File: src/core/bis_pkg.sv
package bis_pkg;
    // Timebase.
    localparam int          CLK_HZ        = 100_000_000;
    localparam int          MS_PER_S      = 1000;
    localparam int          MS_CYC        = CLK_HZ / MS_PER_S;
    localparam int          HOURS_LOCK    = 200;
    localparam int          S_PER_HOUR    = 3600;
    localparam int          LOCK_SEC      = HOURS_LOCK * S_PER_HOUR;
    // Sequence times in seconds and in milliseconds.
    localparam int          PREIGN_S      = 3;
    localparam int          PILOT_STABILIZATION_S  = 5;
    localparam int          MAIN_STAB_S   = 5;
    localparam int          SHORT_S       = 3;
    localparam int          LONG_S        = 5;
    localparam int          TEST_FLAME_S  = 15;
    localparam int          RESP_SHORT_S  = 1;
    localparam int          RESP_LONG_S   = 2;
    localparam int          POST_A_S      = 2;
    localparam int          POST_B_S      = 15;
    localparam int          POST_C_S      = 30;
    localparam int          PURGE_S       = 30;
    localparam logic [15:0] PREIGN_MS     = 16'(PREIGN_S * MS_PER_S);
    localparam logic [15:0] PSTAB_MS      = 16'(PILOT_STABILIZATION_S * MS_PER_S);
    localparam logic [15:0] MSTAB_MS      = 16'(MAIN_STAB_S * MS_PER_S);
    localparam logic [15:0] SHORT_MS      = 16'(SHORT_S * MS_PER_S);
    localparam logic [15:0] LONG_MS       = 16'(LONG_S * MS_PER_S);
    localparam logic [15:0] TFLAME_MS     = 16'(TEST_FLAME_S * MS_PER_S);
    localparam logic [15:0] RESP1_MS      = 16'(RESP_SHORT_S * MS_PER_S);
    localparam logic [15:0] RESP2_MS      = 16'(RESP_LONG_S * MS_PER_S);
    localparam logic [15:0] POSTA_MS      = 16'(POST_A_S * MS_PER_S);
    localparam logic [15:0] POSTB_MS      = 16'(POST_B_S * MS_PER_S);
    localparam logic [15:0] POSTC_MS      = 16'(POST_C_S * MS_PER_S);
    localparam logic [15:0] PURGE_MS      = 16'(PURGE_S * MS_PER_S);
    // Register map (byte addresses) and fields.
    localparam logic [3:0]  ADDR_CTRL     = 4'h0;
    localparam logic [3:0]  ADDR_STATUS   = 4'h4;
    localparam logic [3:0]  ADDR_MAINSEC  = 4'h8;
    localparam int          CTRL_MOD_BIT  = 0;
    localparam int          CTRL_POST_LSB = 1;
    localparam int          CTRL_RESP_BIT = 3;
    localparam logic [3:0]  CTRL_RESET    = 4'h1;
    localparam int          ST_STATE_LSB  = 0;
    localparam int          ST_CODE_LSB   = 8;
    localparam int          ST_JMP_LSB    = 16;
    localparam int          ST_LOCKED_BIT = 19;
    // Lockout codes.
    localparam logic [7:0]  LK_NONE       = 8'h00;
    localparam logic [7:0]  LK_FLAME      = 8'h01;
    localparam logic [7:0]  LK_LOWFIRE    = 8'h02;
    localparam logic [7:0]  LK_AIRFLOW    = 8'h03;
    localparam logic [7:0]  LK_INTERLOCK  = 8'h04;
    localparam logic [7:0]  LK_BRIDGE     = 8'h05;
    localparam logic [7:0]  LK_JUMPER     = 8'h6e;

    typedef enum logic [3:0] {
        BIS_STANDBY    = 4'h0,
        BIS_PURGE_HI   = 4'h1,
        BIS_PURGE_TIME = 4'h3,
        BIS_PURGE_LO   = 4'h2,
        BIS_PREIGN     = 4'h6,
        BIS_SAFETY     = 4'h7,
        BIS_PSTAB      = 4'h5,
        BIS_MTRIAL     = 4'h4,
        BIS_MSTAB      = 4'hc,
        BIS_RUN        = 4'hd,
        BIS_POSTPURGE  = 4'hf,
        BIS_LOCKOUT    = 4'he
    } bis_state_e;
endpackage : bis_pkg

File: src/core/bis_sequencer.sv
// Function
// (RULE1) Preignition: ignition three seconds at low fire
// (RULE2) First safety time: both pilots plus ignition
// (RULE3) Modulating: low-fire open in safety trips
// (RULE4) Interlock ignored from safety time onward
// (RULE5) No flame at safety end trips
// (RULE6) Pilot stabilization: ignition off, five seconds
// (RULE7) Main valve on, trial three or five
// (RULE8) Main trial flameout locks after response time
// (RULE9) Modulating: low-fire open in trial trips
// (RULE10) Main stabilization: interrupted pilot off, flame held
// (RULE11) Run: modulate until demand opens
// (RULE12) Postpurge blower for 2, 15, 30 seconds
// (RULE13) Postpurge start: main, intermittent pilot off, low
// (RULE14) Postpurge end returns to standby
// (RULE15) Test holds purge at high, low drive
// (RULE16) Test freezes timed purge at high fire
// (RULE17) Test in stabilization: freeze, 15 s flameout
// (RULE18) Test in run drives motor low
// (RULE19) Test stops at next hold point
// (RULE20) Jumpers latched at 200 hours; change locks
// (RULE21) Airflow enabled with demand bridge locks out
// (RULE22) Three jumpers: safety, trial, airflow enable
// (RULE23) Lockout drops fuel, ignition; holds until reset
//
// Added by the designer: the placing of the registers and the address-and-strobe port.
module bis_sequencer #(
    parameter int TICK_CYC = bis_pkg::MS_CYC,  // Clock cycles per millisecond.
    parameter int LOCK_S   = bis_pkg::LOCK_SEC // Main-valve seconds before jumpers lock.
) (
    input  wire logic        mclk_i,                 // 100 MHz clock.
    input  wire logic        srst_i,                 // Power-up reset.
    input  wire logic        flame_i,                // Flame proven.
    input  wire logic        low_fire_sw_i,          // Low-fire switch closed.
    input  wire logic        high_fire_sw_i,         // High-fire switch closed.
    input  wire logic        airflow_sw_i,           // Airflow switch closed.
    input  wire logic        demand_i,               // Demand controller closed.
    input  wire logic        preign_ilk_i,           // Preignition interlock closed.
    input  wire logic        test_sw_i,              // Run/test switch in test.
    input  wire logic        bridge_i,               // Airflow input bridged to demand.
    input  wire logic        lockout_reset_i,        // Operator lockout reset.
    input  wire logic        safety_time_jumper_i,   // High when clipped.
    input  wire logic        main_trial_jumper_i,    // High when clipped.
    input  wire logic        airflow_enable_jumper_i,// High when clipped.
    input  wire logic [3:0]  addr_i,                 // Register byte address.
    input  wire logic [31:0] wdata_i,                // Write data.
    input  wire logic        we_i,                   // Write strobe.
    input  wire logic        re_i,                   // Read strobe.
    output logic      [31:0] rdata_o,                // Read data, cycle after strobe.
    output logic             ignition_o,             // Ignition transformer.
    output logic             pilot_intr_o,           // Interrupted pilot valve.
    output logic             pilot_intm_o,           // Intermittent pilot valve.
    output logic             main_valve_o,           // Main fuel valve.
    output logic             blower_o,               // Blower motor.
    output logic             motor_high_o,           // Drive firing-rate motor high.
    output logic             motor_low_o,            // Drive firing-rate motor low.
    output logic             motor_mod_o,            // Release motor to modulation.
    output logic             lockout_o,              // Locked out.
    output logic      [7:0]  lockout_code_o,         // Lockout cause.
    output logic      [3:0]  state_o                 // Sequence state.
);
    import bis_pkg::*;

    localparam logic [16:0] TICK_LAST = 17'(TICK_CYC - 1);
    localparam logic [9:0]  SEC_LAST  = 10'(MS_PER_S - 1);
    localparam logic [19:0] LOCK_CNT  = 20'(LOCK_S);

    bis_state_e  state_r, state_nxt;
    logic [11:0] in_s1_r, in_s2_r;
    logic        flame, low_sw, high_sw, air_sw, dem, ilk, test, bridge, lk_rst;
    logic [2:0]  jmp;
    logic [16:0] div_r;
    logic        ms_tick;
    logic [9:0]  ms_r;
    logic        sec_tick;
    logic [15:0] tmr_r;
    logic [15:0] flo_r;
    logic        hold;
    logic [15:0] flo_lim;
    logic        flo_trip;
    logic [2:0]  jmp_r;
    logic        jlocked_r;
    logic [19:0] mainsec_r;
    logic [3:0]  ctrl_r;
    logic [7:0]  code_r, code_nxt;
    logic        modulating;
    logic [15:0] s1_ms, trial_ms, post_ms;

    // Every outside level passes two flops before the sequencer sees it.
    always_ff @(posedge mclk_i) begin
        if (srst_i) begin
            in_s1_r <= 12'h000;
            in_s2_r <= 12'h000;
        end else begin
            in_s1_r <= {flame_i, low_fire_sw_i, high_fire_sw_i, airflow_sw_i, demand_i,
                        preign_ilk_i, test_sw_i, bridge_i, lockout_reset_i,
                        airflow_enable_jumper_i, main_trial_jumper_i, safety_time_jumper_i};
            in_s2_r <= in_s1_r;
        end
    end
    assign {flame, low_sw, high_sw, air_sw, dem, ilk, test, bridge, lk_rst, jmp} = in_s2_r;

    // Millisecond and second enables.
    always_ff @(posedge mclk_i) begin
        if (srst_i || div_r == TICK_LAST) begin
            div_r <= 17'h00000;
        end else begin
            div_r <= div_r + 17'h00001;
        end
    end
    assign ms_tick = (div_r == TICK_LAST);

    always_ff @(posedge mclk_i) begin
        if (srst_i) begin
            ms_r <= 10'h000;
        end else if (ms_tick) begin
            ms_r <= (ms_r == SEC_LAST) ? 10'h000 : ms_r + 10'h001;
        end
    end
    assign sec_tick = ms_tick && (ms_r == SEC_LAST);

    // Jumper settings: taken at startup, frozen after enough main-valve time.
    logic cfg_taken_r;
    always_ff @(posedge mclk_i) begin
        if (srst_i) begin
            jmp_r       <= 3'h0;
            cfg_taken_r <= 1'b0;
            jlocked_r   <= 1'b0;
            mainsec_r   <= 20'h00000;
        end else begin
            if (!cfg_taken_r && ms_tick) begin
                jmp_r       <= jmp; // RULE20
                cfg_taken_r <= 1'b1;
            end else if (!jlocked_r && cfg_taken_r) begin
                jmp_r <= jmp;
            end
            if (main_valve_o && sec_tick && !jlocked_r) begin
                if (mainsec_r == LOCK_CNT - 20'h00001) begin
                    jlocked_r <= 1'b1; // RULE20
                end
                mainsec_r <= mainsec_r + 20'h00001;
            end
        end
    end

    // Control register written by software.
    always_ff @(posedge mclk_i) begin
        if (srst_i) begin
            ctrl_r <= CTRL_RESET;
        end else if (we_i && addr_i == ADDR_CTRL) begin
            ctrl_r <= wdata_i[3:0];
        end
    end
    assign modulating = ctrl_r[CTRL_MOD_BIT];

    always_comb begin
        s1_ms    = jmp_r[0] ? SHORT_MS : LONG_MS; // RULE22
        trial_ms = jmp_r[1] ? SHORT_MS : LONG_MS; // RULE22
        case (ctrl_r[CTRL_POST_LSB +: 2])
            2'h1:    post_ms = POSTB_MS;
            2'h2:    post_ms = POSTC_MS;
            default: post_ms = POSTA_MS; // RULE12
        endcase
    end

    // Test hold points stop the sequence where it stands.
    always_comb begin
        case (state_r)
            BIS_PURGE_HI, BIS_PURGE_TIME, BIS_PURGE_LO, BIS_PSTAB: hold = test; // RULE19
            default:                                               hold = 1'b0;
        endcase
    end

    // State timer, restarted on every state change.
    always_ff @(posedge mclk_i) begin
        if (srst_i || state_nxt != state_r) begin
            tmr_r <= 16'h0000;
        end else if (ms_tick && !hold && tmr_r != 16'hffff) begin
            tmr_r <= tmr_r + 16'h0001; // RULE16 RULE17
        end
    end

    // Flame-loss timer; the limit stretches in the stabilization test hold.
    assign flo_lim = (state_r == BIS_PSTAB && test) ? TFLAME_MS : // RULE17
                     (ctrl_r[CTRL_RESP_BIT] ? RESP2_MS : RESP1_MS); // RULE8
    always_ff @(posedge mclk_i) begin
        if (srst_i || flame) begin
            flo_r <= 16'h0000;
        end else if (ms_tick && flo_r != 16'hffff) begin
            flo_r <= flo_r + 16'h0001;
        end
    end
    assign flo_trip = (flo_r >= flo_lim);

    // Sequence.
    always_comb begin
        state_nxt = state_r;
        code_nxt  = LK_NONE;
        case (state_r)
            BIS_STANDBY: begin
                if (dem && ilk) begin
                    state_nxt = BIS_PURGE_HI;
                end
            end
            BIS_PURGE_HI: begin
                if (!ilk) begin
                    code_nxt = LK_INTERLOCK;
                end else if (!test && (high_sw || !modulating)) begin // RULE15
                    state_nxt = BIS_PURGE_TIME;
                end
            end
            BIS_PURGE_TIME: begin
                if (!ilk) begin
                    code_nxt = LK_INTERLOCK;
                end else if (!test && tmr_r >= PURGE_MS) begin // RULE16
                    state_nxt = BIS_PURGE_LO;
                end
            end
            BIS_PURGE_LO: begin
                if (!ilk) begin
                    code_nxt = LK_INTERLOCK;
                end else if (!test && (low_sw || !modulating)) begin // RULE15
                    state_nxt = BIS_PREIGN;
                end
            end
            BIS_PREIGN: begin
                if (!ilk) begin
                    code_nxt = LK_INTERLOCK;
                end else if (tmr_r >= PREIGN_MS) begin // RULE1
                    state_nxt = BIS_SAFETY;
                end
            end
            BIS_SAFETY: begin
                // Interlock is no longer looked at from here on.
                if (modulating && !low_sw) begin // RULE3 RULE4
                    code_nxt = LK_LOWFIRE;
                end else if (tmr_r >= s1_ms) begin
                    if (flame) begin // RULE5
                        state_nxt = BIS_PSTAB;
                    end else begin
                        code_nxt = LK_FLAME; // RULE5
                    end
                end
            end
            BIS_PSTAB: begin
                if (flo_trip) begin // RULE17
                    code_nxt = LK_FLAME;
                end else if (tmr_r >= PSTAB_MS && flame) begin // RULE6 RULE7
                    state_nxt = BIS_MTRIAL;
                end
            end
            BIS_MTRIAL: begin
                if (modulating && !low_sw) begin // RULE9
                    code_nxt = LK_LOWFIRE;
                end else if (flo_trip) begin // RULE8
                    code_nxt = LK_FLAME;
                end else if (tmr_r >= trial_ms) begin // RULE7
                    state_nxt = BIS_MSTAB;
                end
            end
            BIS_MSTAB: begin
                if (!flame) begin // RULE10
                    code_nxt = LK_FLAME;
                end else if (tmr_r >= MSTAB_MS) begin
                    state_nxt = BIS_RUN;
                end
            end
            BIS_RUN: begin
                if (flo_trip) begin
                    code_nxt = LK_FLAME;
                end else if (!dem) begin // RULE11
                    state_nxt = BIS_POSTPURGE;
                end
            end
            BIS_POSTPURGE: begin
                if (tmr_r >= post_ms) begin // RULE14
                    state_nxt = BIS_STANDBY;
                end
            end
            BIS_LOCKOUT: begin
                if (lk_rst && code_r != LK_JUMPER) begin // RULE20 RULE23
                    state_nxt = BIS_STANDBY;
                end
            end
            default: begin
                state_nxt = BIS_LOCKOUT;
            end
        endcase
        // Faults that apply across the firing states.
        if (state_r != BIS_LOCKOUT && state_r != BIS_STANDBY && state_r != BIS_POSTPURGE
            && jmp_r[2] && !air_sw && state_r != BIS_PURGE_HI) begin
            code_nxt = LK_AIRFLOW;
        end
        if (state_r != BIS_LOCKOUT && jmp_r[2] && bridge) begin // RULE21
            code_nxt = LK_BRIDGE;
        end
        if (state_r != BIS_LOCKOUT && jlocked_r && jmp != jmp_r) begin // RULE20
            code_nxt = LK_JUMPER;
        end
        if (code_nxt != LK_NONE) begin
            state_nxt = BIS_LOCKOUT; // RULE23
        end
    end

    always_ff @(posedge mclk_i) begin
        if (srst_i) begin
            state_r <= BIS_STANDBY;
            code_r  <= LK_NONE;
        end else begin
            state_r <= state_nxt;
            if (code_nxt != LK_NONE) begin
                code_r <= code_nxt;
            end else if (state_nxt == BIS_STANDBY && state_r == BIS_LOCKOUT) begin
                code_r <= LK_NONE;
            end
        end
    end

    // Outputs are registered from the next state, so a lockout drops fuel at once.
    always_ff @(posedge mclk_i) begin
        if (srst_i) begin
            ignition_o   <= 1'b0;
            pilot_intr_o <= 1'b0;
            pilot_intm_o <= 1'b0;
            main_valve_o <= 1'b0;
            blower_o     <= 1'b0;
            motor_high_o <= 1'b0;
            motor_low_o  <= 1'b0;
            motor_mod_o  <= 1'b0;
        end else begin
            ignition_o   <= state_nxt == BIS_PREIGN || state_nxt == BIS_SAFETY; // RULE1 RULE2 RULE6
            pilot_intr_o <= state_nxt inside {BIS_SAFETY, BIS_PSTAB, BIS_MTRIAL}; // RULE2 RULE10
            pilot_intm_o <= state_nxt inside {BIS_SAFETY, BIS_PSTAB, BIS_MTRIAL,
                                              BIS_MSTAB, BIS_RUN}; // RULE2 RULE13
            main_valve_o <= state_nxt inside {BIS_MTRIAL, BIS_MSTAB, BIS_RUN}; // RULE7 RULE13
            blower_o     <= state_nxt != BIS_STANDBY && state_nxt != BIS_LOCKOUT; // RULE12
            motor_high_o <= state_nxt == BIS_PURGE_HI || state_nxt == BIS_PURGE_TIME; // RULE15
            motor_mod_o  <= state_nxt == BIS_RUN && !test; // RULE11 RULE18
            motor_low_o  <= state_nxt inside {BIS_PURGE_LO, BIS_PREIGN, BIS_SAFETY,
                                              BIS_PSTAB, BIS_MTRIAL, BIS_MSTAB,
                                              BIS_POSTPURGE}
                            || (state_nxt == BIS_RUN && test); // RULE13 RULE18
        end
    end

    assign lockout_o      = (state_r == BIS_LOCKOUT);
    assign lockout_code_o = code_r;
    assign state_o        = state_r;

    // Register read port; unmapped addresses read zero.
    always_ff @(posedge mclk_i) begin
        if (srst_i) begin
            rdata_o <= 32'h00000000;
        end else if (re_i) begin
            case (addr_i)
                ADDR_CTRL:    rdata_o <= {28'h0000000, ctrl_r};
                ADDR_STATUS:  rdata_o <= {12'h000, jlocked_r, jmp_r, code_r, 4'h0, state_r};
                ADDR_MAINSEC: rdata_o <= {12'h000, mainsec_r};
                default:      rdata_o <= 32'h00000000;
            endcase
        end else begin
            rdata_o <= 32'h00000000;
        end
    end
endmodule : bis_sequencer

File: config.mk
export PLATFORM = sky130hd
export DESIGN_NAME = bis_sequencer
export DESIGN_NICKNAME = d
export VERILOG_FILES = /design/src/core/bis_pkg.sv /design/src/core/bis_sequencer.sv
export SDC_FILE = /design/constraint.sdc
export NUM_CORES = 1
export LEC_CHECK = 0
export BUFFER_PORTS_ARGS = -buffer_cell sky130_fd_sc_hd__buf_2
export CAP_MARGIN = 0
export CORE_UTILIZATION = 62
export DETAILED_ROUTE_END_ITERATION = 10
export PLACE_DENSITY = 0.85
export SLEW_MARGIN = 20
export SYNTH_ARGS = -nofsm -noshare
export SYNTH_HDL_FRONTEND = slang
export SYNTH_SLANG_ARGS = --single-unit
File: constraint.sdc
create_clock -name mclk_i -period 11.2 [get_ports mclk_i]
set_clock_uncertainty 0.15 [all_clocks]
set_input_delay 2.24 -clock mclk_i [delete_from_list [all_inputs] [get_ports mclk_i]]
set_output_delay 2.24 -clock mclk_i [all_outputs]
set_load 0.01 [all_outputs]
==> results.toml, run 1 <==
[hold_path]
hp-class = "reg2reg"
whs_path_depth = 1
min_to = "in_s2_r[0]"
hp-start = "in_s1_r[0]"

[logic_synthesis]
synth_seq_cells = 148
synth_top_flop_cell = "dfxtp_1"
ys_seq_area_share_pct = 40.51
synth_fa_ha_area_share_pct = 6.330
synth_warnings = 0
synth-simple-area-share_pct = 27.92
synth-xor-area-share_pct = 7.425
synthArstFlopShare_pct = 0
yosys-mux-area-fraction_pct = 1.506
synth_compound_area_share_pct = 11.02
synth_top_family_by_area = "simple AND/OR/NAND/NOR gates"
syn-cell-area_sq_mm = 0.007313
avgSynthCellArea_sq_um = 8.665
synth_cells = 844
synth.distinct_cells = 66
synth_edf_count = 0

[power_and_ir_drop]
power.leakage_uw = 0.003250
pwr-share-comb_pct = 16.6
p_per_area_mw_per_mm2 = 172.4
ir_drop_v = 0.0001656
pwr-share-seq_pct = 40.6
p_switching_uw = 398.8
pwr-share-clk_pct = 42.7
p_sw_share_pct = 28.07
internal_power_uw = 1022

[timing]
period_needed_ps = 4781
fmax_mhz = 209.1
setup_viol = 0
post-route-period-util_pct = 42.69
tightest_slew_ps = 985.9
slew_headroom_pct = 32.57
final_hold_viol_count = 0
rsz0062_at_grt = "false"
tns_ps = 0
drv_slew = 0

[final_layout]
nNetsFinal = 982
utilization_pct = 71.87
finalInstanceArea_sq_mm = 0.008242
num_antenna_cells = 0
final_cell_mix = "dfxtp_1 (148), nor2_1 (111), buf_2 (62)"
syn_to_final_growth_pct = 12.69
mostFrequentLayoutCell = "dfxtp_1"
drive_gt1_share_pct = 13.26

[floorplan]
die_h_um = 110.6
ios = 105
core.rowCount = 39
initial_utilization_pct = 63.78
dieArea_sq_mm = 0.01223
coreArea_sq_mm = 0.01147
die_width_um = 110.6

[place]
gp_congestion = 0.9225
place_area_sq_mm = 0.007607
dp_hpwl_um = 11200
io_buffers = 62

[global_routing]
antenna_found_initial = 0
grt_pass1_wl_um = 27280
grt_overflow = 0
grt_use_total_pct = 27.72
grt_pass1_vias = 5816
grt_start_max_net_pins = 71

[routing]
drtIter0Drc = 491
wl_met3_um = 1186
dr.pass1.iters = 5
vias_per_cell = 5.847
drt-met1-wl_um = 7024
wl_met2_um = 7685
top_layer = "met4"
wire_per_inst_um = 15.58
drc_errors = 0
finalWirelength_um = 16330
dr_total_vias = 6128
postRouteAntennaNets = 0

[clock_tree]
cts_made_buffers = 17
cts_max_level = 4
cts_tree = "built"
clockRootBuffer = "clkbuf_16"
path_clk_slew_ps = 60
clock_latency_ps = 430
clockBufferDepth = 2
cts_sinks = 148
postCtsSetupBuffers = 0
cts-resized-gates = 0
hold_buffers = 0

[critical_path]
reg2reg_slack_ps = 6420
cpPeakStageDelay_ps = 870
crit_path_start_kind = "register"
crit_family = "simple AND/OR/NAND/NOR gates"
crit_chain = "nor2b_1 -> nand3_1 -> ha_1 -> nand4_1 -> nor4_1 -> nand3_1 -> a2111oi_0 -> or2_1 -> o21ai_0 -> a221o_2 -> nor3_1"
crit_slowest_cell = "a2111oi_0"
path_max_fanout = 16
arrival_ps = 4980
cpMostUsedCell = "nand3_1"
required_ps = 11400
worstRegToRegCells = 11
crit_start = "state_o[2]"
rr_endpoint = "tmr_r[2]"
reg2reg_from = "state_o[2]"
path_class = "reg2reg"
cp-end-kind = "register"
worstPathBufferInverterCount = 0

[run_status]
status = "completed"

[job]
maxCapViolCount = 0
## registers in the layout (all words and copies together) (netlist names), 3 cells and up
register,flops
div_r,17
state_o,4
in_s2_r,12
in_s1_r,12
ms_r,10
mainsec_r,20
ctrl_r,4
lockout_code_o,4
rdata_o,20
flo_r,16
tmr_r,16
jmp_r,3
## routing by layer
metal | GRT usage [%] | vias to the layer above
met3 | 6.476 | 40
met4 | 13.07 | 0
li1 | - | 3021
met2 | 46.38 | 247
met1 | 33.63 | 2820
met5 | 0 | -
## worst max path at each step
| stage | to | slack [ps] | depth (start not counted) |
|---|---|---|---|
| final | tmr_r[2] | 6420 | 11 |
| after global routing | tmr_r[4] | 6040 | 11 |
| after CTS | tmr_r[2] | 6500 | 11 |
| after detailed placement | tmr_r[2] | 6530 | 11 |
| after global placement | tmr_r[5] | 6610 | 11 |
| after floorplan | tmr_r[10] | 7370 | 14 |
## Yosys cell counts (all sizes together), types with 24 or more instances
| cell type | number | share of area (%) |
|---|---|---|
| a21oi | 41 | 2.8 |
| clkbuf | 24 | 1.2 |
| dfxtp | 148 | 41 |
| ha | 37 | 6.3 |
| inv | 32 | 1.6 |
| nand2 | 48 | 2.5 |
| nand3 | 35 | 2.4 |
| nor2 | 111 | 5.7 |
| nor2b | 32 | 2.7 |
| nor3 | 32 | 2.9 |
| o21ai | 28 | 2.0 |
| xnor2 | 29 | 3.5 |
| xor2 | 33 | 4.0 |
## logic make-up after synthesis
| family | count (synthesis) |
|---|---|
| and+or+nand+nor | 382 |
| DFF | 148 |
| AOI/OAI and AO/OA | 123 |
| xor gates and xnor gates | 62 |
| buffers and inverters | 80 |
| adders and majority gates | 37 |
| muxes | 11 |
| other | 1 |
## worst reg2reg max path: stages (launching register included)
cell       delay, ps
dfxtp_1          690
nor2b_1          410
nand3_1          320
ha_1             410
nand4_1          100
nor4_1           270
nand3_1          160
a2111oi_0        870
or2_1            390
o21ai_0          150
a221o_2          550
nor3_1           240
## final cells by class
cell class | instances | area, sq um
inverters | 33 | 123.9
clock inverters | 8 | 146.4
fillers | 854 | 3226
flip-flops and latches | 148 | 2963
repair buffers | 64 | 325.3
multi-input cells | 629 | 4016
clock buffers | 23 | 488.0
well taps | 143 | 178.9
## per-stage QoR
stage | power, uW | hold slack (ps) | cells | setup slack [ps]
2_1_floorplan | 763.6 | 263.8 | 857 | 7366
3_3_place_gp | 818.3 | 265.8 | 1017 | 6608
3_5_place_dp | 820.2 | 270.4 | 1017 | 6530
4_1_cts | 1423 | 282.8 | 1048 | 6501
5_1_grt | 1475 | 306.3 | 1048 | 6045
6_report | 1421 | 282.5 | 1048 | 6419
## power by group through the flow
stage / logic (uW) / registers (uW) / clock network (uW)
floorplan: 182 / 582 / 0
global placement: 231 / 587 / 0
detailed placement: 234 / 587 / 0
CTS: 236 / 575 / 613
global route: 259 / 580 / 636
finish: 237 / 577 / 607
Power figures use the tool's default switching activity.
==> run 2: changes to the inputs <==
--- a/config.mk
+++ b/config.mk
@@ -7,9 +7,9 @@
 export LEC_CHECK = 0
 export BUFFER_PORTS_ARGS = -buffer_cell sky130_fd_sc_hd__buf_2
 export CAP_MARGIN = 0
-export CORE_UTILIZATION = 62
+export CORE_UTILIZATION = 58
 export DETAILED_ROUTE_END_ITERATION = 10
-export PLACE_DENSITY = 0.85
+export PLACE_DENSITY = 0.81
 export SLEW_MARGIN = 20
 export SYNTH_ARGS = -nofsm -noshare
 export SYNTH_HDL_FRONTEND = slang
==> constraint.sdc (replaced) <==
create_clock -name mclk_i -period 4.4 [get_ports mclk_i]
set_clock_uncertainty 0.15 [all_clocks]
set_input_delay 0.88 -clock mclk_i [delete_from_list [all_inputs] [get_ports mclk_i]]
set_output_delay 0.88 -clock mclk_i [all_outputs]
set_load 0.01 [all_outputs]
==> results.toml, run 2 (synthesis gave the netlist of run 1 again) <==
[timing]
setup_viol = 0
period_needed_ps = 4051
tns_ps = 0
drv_slew = 0
tightest_slew_ps = 763.2
slew_headroom_pct = 49.02
rsz0062_at_grt = "false"
final_hold_viol_count = 0
fmax_mhz = 246.8
post-route-period-util_pct = 92.08

[final_layout]
syn_to_final_growth_pct = 12.85
nNetsFinal = 986
fill_cells = 991
utilization_pct = 67.86
mostFrequentLayoutCell = "dfxtp_1"
largestRegisters = "mainsec_r x20, rdata_o x20, div_r x17"
drive_gt1_share_pct = 13.96
num_antenna_cells = 0
finalInstanceArea_sq_mm = 0.008253
final_cell_mix = "dfxtp_1 (148), nor2_1 (111), buf_2 (62)"
final_cells = 1078

[clock_tree]
clockRootBuffer = "clkbuf_16"
cts_sinks = 148
cts-resized-gates = 0
postCtsSetupBuffers = 0
clock_latency_ps = 430
hold_buffers = 0
cts_tree = "built"
clockBufferDepth = 2
cts_max_level = 4
path_clk_slew_ps = 60
cts_made_buffers = 17

[run_status]
status = "completed"

[global_routing]
grt_use_total_pct = 26.62
grt_start_max_net_pins = 43
antenna_found_initial = 0
grt_pass1_vias = 5756
grt_overflow = 0
grt_pass1_wl_um = 27230

[critical_path]
path_class = "reg2reg"
path_max_fanout = 16
required_ps = 4530
rr_endpoint = "tmr_r[1]"
worstRegToRegCells = 12
arrival_ps = 4180
cp-end-kind = "register"
reg2reg_slack_ps = 350
reg2reg_from = "state_o[2]"
crit_path_start_kind = "register"

[routing]
top_layer = "met4"
vias_per_cell = 5.721
drc_errors = 0
dr.pass1.iters = 6
finalWirelength_um = 16060
drt-met1-wl_um = 7343
drtIter0Drc = 537
wire_per_inst_um = 14.90
postRouteAntennaNets = 0
wl_met3_um = 1002
dr_total_vias = 6167
wl_met2_um = 7359

[hold_path]
min_to = "in_s2_r[6]"
hp-class = "reg2reg"
hp-start = "in_s1_r[6]"
whs_path_depth = 1

[power_and_ir_drop]
p_per_area_mw_per_mm2 = 426.7
power.leakage_uw = 0.003244
ir_drop_v = 0.0004029

[place]
dp_hpwl_um = 11370
place_area_sq_mm = 0.007669
gp_congestion = 0.9361
placed_cells = 1046
io_buffers = 62

[floorplan]
die_h_um = 114.3
coreArea_sq_mm = 0.01216
dieArea_sq_mm = 0.01306
ios = 105
die_width_um = 114.3
core.rowCount = 40
initial_utilization_pct = 60.13

[job]
maxCapViolCount = 0
-- run 2: cell count changes in the layout (fill, tap and decap cells not counted), sizes merged --
cell	change
clkbuf	-5
buf	+4
inv	+4
clkinv	+3
bufinv	-2
clkinvlp	+1
-- run 2: critical path, cell delays in order (launching register included) --
cell and delay (ps):
dfxtp_1 320, nor2b_1 370, nand3_1 350, ha_1 420, nand4_1 80, nor4_1 250, nand3_1 200, a2111oi_1 580
buf_4 230, nor2_1 80, nand2_1 120, a21o_1 590, nor3_1 140
-- run 2: worst max-delay path by stage --
stage	from	end	cells after the start
after floorplan	state_o[0]	tmr_r[10]	14
after global placement	state_o[2]	tmr_r[4]	11
after detailed placement	state_o[2]	tmr_r[1]	11
after CTS	state_o[2]	tmr_r[1]	11
after global routing	state_o[2]	tmr_r[5]	12
final	state_o[2]	tmr_r[1]	12
-- run 2: metrics by stage --
| step | worst slack (ps) | power, uW | hold slack, ps |
|---|---|---|---|
| 3_3_place_gp | 438.4 | 2103 | 266.3 |
| 5_1_grt | 48.68 | 3675 | 296.6 |
| 3_5_place_dp | 270.0 | 2109 | 271.2 |
| 4_1_cts | 270.2 | 3530 | 284.9 |
| 6_report | 348.6 | 3522 | 280.8 |
| 2_1_floorplan | 565.5 | 1944 | 263.8 |
-- run 2: area by class of cell --
class,count,area (sq um),area share [%]
clock buffer,18,429.2,5.200
clock inverter,14,151.4,1.834
inverter,33,123.9,1.501
multi-input combinational,629,4020,48.71
sequential,148,2963,35.90
tap,168,210.2,2.547
timing repair buffer,68,355.3,4.306
-- run 2: where the power goes --
group          switching, uW  internal [uW]
clock network            574            840
registers               35.7           1400
logic                    459            215
-- run 2: per-layer routing --
metal / up-vias / GRT usage (%)
met1: 2848 / 33.87
met2: 235 / 42.95
li1: 3047 / -
met5: - / 0
met3: 37 / 6.829
met4: 0 / 11.00
